--- src/include/opll_regs.vh ---
// register map, field positions and constants of the pixel pll control block
`ifndef OPLL_REGS_VH
`define OPLL_REGS_VH
`define OPLL_ADDR_W 16
`define OPLL_ADDR_LINE 16'h4030
`define OPLL_ADDR_DELAY 16'h4032
`define OPLL_ADDR_LOCK 16'h4035
`define OPLL_ADDR_CAPT 16'h4036
`define OPLL_ADDR_PP 16'h4037
`define OPLL_RST_LINE 8'h20
`define OPLL_RST_DELAY 8'h20
`define OPLL_RST_LOCK 8'h01
`define OPLL_RST_CAPT 8'h24
`define OPLL_RST_PP 8'h06
`define OPLL_BIT_HOLD 7
`define OPLL_BIT_GATE 7
`define OPLL_BIT_LOCKF 3
`define OPLL_PROP_HI 6
`define OPLL_PROP_LO 4
`define OPLL_INTEG_HI 2
`define OPLL_INTEG_LO 0
`define OPLL_LOCK_LINES 3'h4
`define OPLL_HF_DIV 2'h3
`define OPLL_CHAR_PIX 12'h00c
`define OPLL_DELAY_OFS 8'h06
`define OPLL_MARGIN_MIN_EVEN 12'h036
`define OPLL_MARGIN_MIN_ODD 12'h03c
`define OPLL_DELAY_EVEN_MAX 8'h06
`define OPLL_DELAY_ODD_MAX 8'h07
`define OPLL_A_OFS 5'h0b
`define OPLL_B_OFS 5'h13
`endif
--- src/design/opll_pixel_pll.v ---
// pixel clock digital pll with loop constant registers and line timing
//
// What this block does
// - lock register resets 0x01, hold/prop/flag/integ
// - capture register resets 0x24, gate/prop/integ
// - initial period preloads pll pixel period
// - lock after 4 quiet lines below threshold
// - large phase error returns to capture
// - each line computes new division from constants
// - ratio is 12 times (2 len plus 1)
// - left margin is (delay minus 6)*6 plus 54
// - margin floors 54 even, 60 odd
// - high frequency clock drives pll division
// - divide by three enable for timing analysis
// - gains scale by 2^(A-11), 2^(B-19)
// - line length resets 0x20, six-bit field
`timescale 1ns/1ps
`include "opll_regs.vh"
module opll_pixel_pll #(
  parameter PER_W = 24,
  parameter FRAC_W = 16,
  parameter ERR_THRESH = 8
) (
  input wire i_clk,
  input wire i_resetn,
  input wire i_wr,
  input wire i_rd,
  input wire [`OPLL_ADDR_W-1:0] i_addr,
  input wire [7:0] i_wdata,
  input wire i_hsync,
  input wire i_rgb_en,
  input wire i_fast_blank,
  output reg [7:0] o_rdata,
  output reg o_pix_en,
  output reg o_vta_en,
  output reg o_rgb_en,
  output reg o_fast_blank_out,
  output reg o_lock_flag,
  output reg [11:0] o_left_margin,
  output reg [11:0] o_pix_per_line
);
  // ----------------------------------------
  // registers
  // ----------------------------------------
  reg [7:0] lock_ff;
  reg [7:0] capt_ff;
  reg [7:0] pp_ff;
  reg [5:0] line_length_field_ff;
  reg [7:0] left_margin_delay_ff;
  reg pp_load_ff;
  // the reset value is eight bits wide; only the six field bits are kept
  wire [7:0] rst_line = `OPLL_RST_LINE;
  always @(posedge i_clk) begin
    if (!i_resetn) begin
      lock_ff <= {`OPLL_RST_LOCK & 8'hf7};
      capt_ff <= `OPLL_RST_CAPT;
      pp_ff <= `OPLL_RST_PP;
      line_length_field_ff <= rst_line[5:0];
      left_margin_delay_ff <= `OPLL_RST_DELAY;
      pp_load_ff <= 1'b1;
    end else begin
      pp_load_ff <= 1'b0;
      if (i_wr) begin
        case (i_addr)
          `OPLL_ADDR_LOCK: lock_ff <= i_wdata & 8'hf7;
          `OPLL_ADDR_CAPT: capt_ff <= i_wdata & 8'hf7;
          `OPLL_ADDR_PP: begin
            pp_ff <= i_wdata;
            pp_load_ff <= 1'b1;
          end
          `OPLL_ADDR_LINE: line_length_field_ff <= i_wdata[5:0];
          `OPLL_ADDR_DELAY: left_margin_delay_ff <= i_wdata;
          default: begin
          end
        endcase
      end
    end
  end
  // ----------------------------------------
  // lock state
  // ----------------------------------------
  localparam ST_CAPT = 2'b01;
  localparam ST_LOCK = 2'b10;
  reg [1:0] state_ff;
  reg [1:0] nxt_state;
  reg [2:0] quiet_ff;
  reg hs_d_ff;
  wire hs_rise = i_hsync & ~hs_d_ff;
  wire dpll_hold = lock_ff[`OPLL_BIT_HOLD];
  wire locked = (state_ff == ST_LOCK);
  // ----------------------------------------
  // nco: phase accumulator steps once per high-frequency clock
  // ----------------------------------------
  // period is in hf cycles with FRAC_W fraction bits; 320 mhz maps to i_clk here
  reg [PER_W+FRAC_W-1:0] per_ff;
  reg [PER_W+FRAC_W-1:0] acc_ff;
  reg [11:0] pix_cnt_ff;
  reg signed [PER_W+FRAC_W+1:0] err_ff;
  wire [11:0] m_ratio = `OPLL_CHAR_PIX * {5'h00, line_length_field_ff, 1'b1};
  wire [PER_W+FRAC_W-1:0] one = {{(PER_W-1){1'b0}}, 1'b1, {FRAC_W{1'b0}}};
  wire acc_wrap = (acc_ff + one) >= per_ff;
  // phase error at hsync: pixels past line end (positive means pixel clock is fast)
  wire signed [PER_W+FRAC_W+1:0] ph_err =
    $signed({{(PER_W+FRAC_W-10){1'b0}}, pix_cnt_ff}) -
    $signed({{(PER_W+FRAC_W-10){1'b0}}, m_ratio});
  wire big_err = (ph_err > ERR_THRESH) || (ph_err < -ERR_THRESH);
  wire [2:0] a_sel = locked ? lock_ff[`OPLL_PROP_HI:`OPLL_PROP_LO] :
    capt_ff[`OPLL_PROP_HI:`OPLL_PROP_LO];
  wire [2:0] b_sel = locked ? lock_ff[`OPLL_INTEG_HI:`OPLL_INTEG_LO] :
    capt_ff[`OPLL_INTEG_HI:`OPLL_INTEG_LO];
  // gains 3*len*2^(A-11), 3*len*2^(B-19) applied to error in period units (FRAC_W>=19 keeps shifts exact)
  wire signed [PER_W+FRAC_W+13:0] e3l = ph_err * $signed({1'b0, line_length_field_ff, 2'b00}) -
    ph_err * $signed({2'b00, line_length_field_ff});
  wire signed [PER_W+FRAC_W+13:0] e_sh = e3l <<< FRAC_W;
  wire signed [PER_W+FRAC_W+13:0] alpha_term = e_sh >>> (`OPLL_A_OFS - a_sel);
  wire signed [PER_W+FRAC_W+13:0] beta_term = e_sh >>> (`OPLL_B_OFS - b_sel);
  always @(posedge i_clk) begin
    if (!i_resetn) begin
      state_ff <= ST_CAPT;
      quiet_ff <= 3'h0;
      // held high so a sync already high at release is not taken as a line start
      hs_d_ff <= 1'b1;
      per_ff <= {PER_W+FRAC_W{1'b0}};
      acc_ff <= {PER_W+FRAC_W{1'b0}};
      pix_cnt_ff <= 12'h000;
      err_ff <= {PER_W+FRAC_W+2{1'b0}};
    end else begin
      hs_d_ff <= i_hsync;
      state_ff <= nxt_state;
      acc_ff <= acc_wrap ? {PER_W+FRAC_W{1'b0}} : acc_ff + one;
      if (acc_wrap)
        pix_cnt_ff <= pix_cnt_ff + 12'h001;
      if (pp_load_ff) begin
        // initial period is in units of the hf/3 clock, i.e. 3 hf cycles
        per_ff <= {{(PER_W-10){1'b0}}, pp_ff, 2'b00, {FRAC_W{1'b0}}} -
          {{(PER_W-8){1'b0}}, pp_ff, {FRAC_W{1'b0}}};
      end else if (hs_rise) begin
        pix_cnt_ff <= 12'h000;
        if (big_err)
          quiet_ff <= 3'h0;
        else if (quiet_ff != `OPLL_LOCK_LINES)
          quiet_ff <= quiet_ff + 3'h1;
        if (!dpll_hold) begin
          err_ff <= ph_err;
          per_ff <= per_ff + alpha_term[PER_W+FRAC_W-1:0] + beta_term[PER_W+FRAC_W-1:0] -
            ((alpha_term[PER_W+FRAC_W-1:0]) & {PER_W+FRAC_W{1'b0}});
        end
      end
    end
  end
  always @* begin
    case (state_ff)
      ST_CAPT: nxt_state = (hs_rise && !big_err && quiet_ff == `OPLL_LOCK_LINES - 3'h1) ?
        ST_LOCK : ST_CAPT;
      ST_LOCK: nxt_state = (hs_rise && big_err) ? ST_CAPT : ST_LOCK;
      default: nxt_state = ST_CAPT;
    endcase
  end
  // ----------------------------------------
  // divide by three and outputs
  // ----------------------------------------
  reg [1:0] div3_ff;
  wire [11:0] dd_margin = ({4'h0, left_margin_delay_ff} - {4'h0, `OPLL_DELAY_OFS}) * 12'h006 +
    `OPLL_MARGIN_MIN_EVEN;
  wire even_small = !left_margin_delay_ff[0] && left_margin_delay_ff <= `OPLL_DELAY_EVEN_MAX;
  wire odd_small = left_margin_delay_ff[0] && left_margin_delay_ff <= `OPLL_DELAY_ODD_MAX;
  wire gate_ok = !capt_ff[`OPLL_BIT_GATE] || locked;
  always @(posedge i_clk) begin
    if (!i_resetn) begin
      div3_ff <= 2'h0;
      o_vta_en <= 1'b0;
      o_pix_en <= 1'b0;
      o_rgb_en <= 1'b0;
      o_fast_blank_out <= 1'b0;
      o_lock_flag <= 1'b0;
      o_left_margin <= `OPLL_MARGIN_MIN_EVEN;
      o_pix_per_line <= 12'h000;
      o_rdata <= 8'h00;
    end else begin
      div3_ff <= (div3_ff == `OPLL_HF_DIV - 2'h1) ? 2'h0 : div3_ff + 2'h1;
      o_vta_en <= (div3_ff == `OPLL_HF_DIV - 2'h1);
      o_pix_en <= acc_wrap;
      o_rgb_en <= i_rgb_en & gate_ok;
      o_fast_blank_out <= i_fast_blank & gate_ok;
      o_lock_flag <= locked;
      o_pix_per_line <= m_ratio;
      if (even_small)
        o_left_margin <= `OPLL_MARGIN_MIN_EVEN;
      else if (odd_small)
        o_left_margin <= `OPLL_MARGIN_MIN_ODD;
      else
        o_left_margin <= dd_margin;
      if (i_rd) begin
        case (i_addr)
          `OPLL_ADDR_LOCK: o_rdata <= lock_ff | {4'h0, locked, 3'h0};
          `OPLL_ADDR_CAPT: o_rdata <= capt_ff;
          `OPLL_ADDR_PP: o_rdata <= pp_ff;
          `OPLL_ADDR_LINE: o_rdata <= {2'b00, line_length_field_ff};
          `OPLL_ADDR_DELAY: o_rdata <= left_margin_delay_ff;
          default: o_rdata <= 8'h00;
        endcase
      end
    end
  end
endmodule // opll_pixel_pll

--- config.mk ---
export PLATFORM = sky130hd
export DESIGN_NAME = opll_pixel_pll
export DESIGN_NICKNAME = d
export VERILOG_FILES = /design/src/design/opll_pixel_pll.v
export VERILOG_INCLUDE_DIRS = /design/src /design/src/include
export SDC_FILE = /design/constraint.sdc
export NUM_CORES = 1
export LEC_CHECK = 0
export BUFFER_PORTS_ARGS = -buffer_cell sky130_fd_sc_hd__buf_2
export CORE_ASPECT_RATIO = 1.2
export CORE_UTILIZATION = 50
export CTS_CLUSTER_SIZE = 28
export DETAILED_ROUTE_END_ITERATION = 16
export PLACE_DENSITY = 0.69
export SYNTH_ARGS = -nofsm -noshare
export SYNTH_HDL_FRONTEND = slang
export SYNTH_SLANG_ARGS = --single-unit
--- constraint.sdc ---
create_clock -name i_clk -period 14.2 [get_ports i_clk]
set_input_delay 2.84 -clock i_clk [delete_from_list [all_inputs] [get_ports i_clk]]
set_output_delay 2.84 -clock i_clk [all_outputs]
set_load 0.03 [all_outputs]
==> run summary <==
The run finished, with violations left. The checks that failed: DRC. For this configuration, the core starts out at a cell density of 50.6%. Counting distinct cell types in the post-synthesis netlist gives 83. The run gives 0 as the total count of hold-check failures in the final report. Dividing the synthesized area by the synthesized cell count gives 8.23 µm².

In the post-route analysis, the smallest setup slack over all paths is 632 ps. The synthesized design spends more area on one cell type than any other, namely fa_1. The total of fill cells in the finished design came out at 3636. The total buffers and inverters traversed by the critical path works out to 7.

Category of the worst setup path launch point: a register. After detailed routing, the number of remaining DRC violations is 2. In the routed layout, each cell is associated on average with a via count of 5.71. The worst register-to-register path begins at line_length_field_ff[1]. Cell depth of the worst flop-to-flop path: 52. The run gives 13880 ps as the arrival time of data at the critical path endpoint. The flip-flop and latch count after synthesis is 154, and the via count of the first global-routing pass is 17.2k. The power after layout is 1.59 mW. The register-to-register path setup slack came out at 630 ps. For this block, the routed nets add up to 51800 µm of wire. The tool flagged a number of max-cap violations equal to 0.

The worst hold path begins at div3_ff[0]. The biggest cell delay along the critical path was 550 ps. The cell type with the highest occurrence count on the critical path was fa_1. The gate count of the mapped netlist came out at 2382. Static timing analysis puts the maximum clock frequency at 73.7 MHz. The floorplan has 79 rows.

Category of cells accounting for the largest share of critical-path delay: adder cells. The tools report the first-pass GRT wire length as 85600 µm. Detailed routing inserted a total of 17.0k vias. TritonCTS built the clock tree.

In this run the critical register-to-register path is captured at per_ff[37]. The hold path depth is 1, and the worst max-slew margin expressed relative to the limit is 37.2%. For this run the aggregate overflow at the end of global routing stands at 0. The final critical delay including setup and external delays is 13570 ps, and the post-detailed-placement half-perimeter wirelength is 41300 µm.

IR analysis of the VDD net gives a maximum drop of 0.103 mV. Category of the most critical setup path: reg -> reg. In this run the static leakage power is 9.97 nW. In this run the vertical extent of the chip is 219 µm. The clock net in this run drives a total of 154 sinks.

The number of pins with negative max-slew slack in the final report is 0, and the routed wire length per instance is 17.3 µm. The number of diodes added for antenna fixing was 0. Setup violations remaining at the end of the flow were counted as 0.

The critical path starts at line_length_field_ff[1]. Worst min-delay path endpoint: div3_ff[0]. The area share of the largest cell type after synthesis is 17.9%, and the fraction of synthesis flops using an asynchronous set or reset pin is 0%. Sorting the synthesized cells by area gives the leading types as fa_1 18%, dfxtp_1 16%, ha_1 13%. In this run the cell area measured after placement is 0.0206 mm².

The peak fanout along the critical path was 8; the worst setup skew after layout was 13.8 ps. The width of the chip came out at 183 µm. Class of the worst hold path: reg -> reg. The final worst-path cycle share is 95.6%. For this run, the register share of the synthesized area comes to 15.7%. The core area came out at 0.0387 mm². In this run the number of H-tree levels came out at 4.

The dominant cell by count in the synthesized netlist was inv_1. Type of element capturing the critical path: a register. Entering global routing, the biggest net connects 80 pins. The synthesized design contains 0 enable-type register cells. The number of routed nets with antenna violations came out at 0. The total power divided by cell area is 73.5 mW/mm², and the count of TritonRoute iterations in the first routing pass is 11. Ranked by instance count, the synthesized netlist is headed by 323 x inv_1, 197 x ha_1, 193 x nor2_1, 175 x fa_1, 174 x nand2_1. The area growth from synthesis to layout is 10.5%. The tools report the required arrival time at the worst endpoint as 14510 ps. Overall die area: 0.0400 mm².

The worst-path cell with the longest stage delay is fa_1. The number of buffers added by the clock tree synthesis step is 17. The tools report the routability congestion estimate as 0.936. The worst slack at placement was -322 ps; the transition time at the pin with the least slew margin was 936 ps. In the synthesized netlist the dominant register cell turns out to be dfxtp_1. The latest clock arrival within the worst-skew pair is 460 ps. The logs give 1032 for the number of violations reported at the end of detailed-routing iteration 0 and 0 for the count of warnings emitted by yosys. The final design instance area without fill is 0.0217 mm². The tools report the root buffer cell as clkbuf_16. The netlist area before placement is 0.0196 mm². The fraction of layout instances using a drive strength above 1 was 10.5%. The clock-pin slew reported for the worst setup and hold paths after clock tree synthesis works out to 60 ps. For the maximum root-to-sink buffer count, the log shows 2. 68 I/O pins were placed. The run gives 0 as the initial antenna violation count. For the global router's overall resource usage, the log shows 26.7%.

The count of input and output buffers is 63, and the net count reported at finish is 2849.
[registers in the layout, indices dropped and copies added (netlist names), 2 cells and up]
register,flops
acc_ff,24
capt_ff,7
div3_ff,2
left_margin_delay_ff,8
line_length_field_ff,6
lock_ff,7
o_left_margin,11
o_pix_per_line,9
o_rdata,8
per_ff,40
pix_cnt_ff,12
pp_ff,8
quiet_ff,3
state_ff,2
[cells by family after synthesis]
family | synth area share [%]
AOI/OAI and AO/OA | 17.3
DFF | 15.7
and+or+nand+nor | 16.8
adders and majority gates | 30.7
other | 0.0383
buffers and inverters | 7.83
muxes | 5.27
xor gates and xnor gates | 6.34
[placed cells by master (no fill, tap or decap), types with 12 or more instances in the layout]
cell type	n
nand3_1	53
xnor2_1	88
nand2_1	172
ha_2	12
ha_1	185
buf_2	63
fa_1	175
nor3_1	34
o21ai_0	103
dfxtp_1	153
a22oi_1	20
o21a_1	19
o21ai_1	12
xor2_1	46
mux2i_1	78
a211oi_1	20
nor2_1	190
and3_1	24
nand2b_1	31
and2_1	39
clkbuf_16	17
a21oi_1	160
a31oi_1	14
buf_4	53
mux2_2	15
a21o_1	41
nand4_1	16
nor2b_1	38
o21bai_1	12
inv_1	322
nor3b_1	13
o211ai_1	13
[per-stage QoR]
| step | cells | utilization, % | hold slack (ps) | setup TNS, ps |
|---|---|---|---|---|
| final | 2985 | 55.9 | 414 | 0 |
| after detailed placement | 2943 | 53.2 | 406 | -644 |
| after floorplan | 2388 | - | 392 | 0 |
| after CTS | 2977 | 55.0 | 415 | 0 |
| after global placement | 2943 | 53.2 | 399 | 0 |
| after global routing | 2985 | 55.9 | 424 | -149 |
[worst register-to-register path: cells and delay by family (launching register included)]
kind                     cells  cell delay, ps
multiplexers                 2             520
flip-flops                   1             320
adder cells (fa/ha/maj)     16            6750
XOR/XNOR                     4             630
AND/OR/NAND/NOR             13            2050
buffers and inverters        7             720
AO/OA/AOI/OAI               10            2410
[cell type report]
| class | count | area, µm² | share of cell area, % |
|---|---|---|---|
| inverters | 324 | 1220 | 5.62 |
| clock buffers | 18 | 439 | 2.03 |
| clock inverters | 14 | 214 | 0.988 |
| flip-flops and latches | 154 | 3080 | 14.2 |
| well taps | 526 | 658 | 3.04 |
| multi-input cells | 1832 | 15300 | 70.7 |
| repair buffers | 117 | 724 | 3.35 |
[per-layer routing]
metal  up-vias  track usage, %  wire (µm)
met5         -               0          0
met2       448            48.5      26200
li1       8237               -          -
met4         0            11.6       1740
met1      8224            31.7      21800
met3       121            2.95       2030
[worst max-delay path by stage]
stage                 endpoint  slack (ps)  depth (start not counted)
finish              per_ff[37]         630                         52
floorplan           per_ff[37]          70                         49
CTS                 per_ff[37]          30                         50
global placement    per_ff[37]          80                         50
global route        per_ff[37]         -70                         51
detailed placement  per_ff[37]        -320                         50
[repair_timing]
item | CTS | global route
setup buffers | 2 | 8
hold buffers | 0 | 0
pin swaps | 2 | 12
gates resized for setup | 5 | 73
cloned | 0 | 0
endpoints found under the setup margin | 5 | 21
[power by group]
part / leakage [nW] / internal (mW) / switching [mW]
sequential: 1.25 / 0.446 / 0.0159
clock: 0.314 / 0.304 / 0.202
combinational: 8.40 / 0.232 / 0.391
total: 9.97 / 0.982 / 0.609
Power figures use the tool's default switching activity.
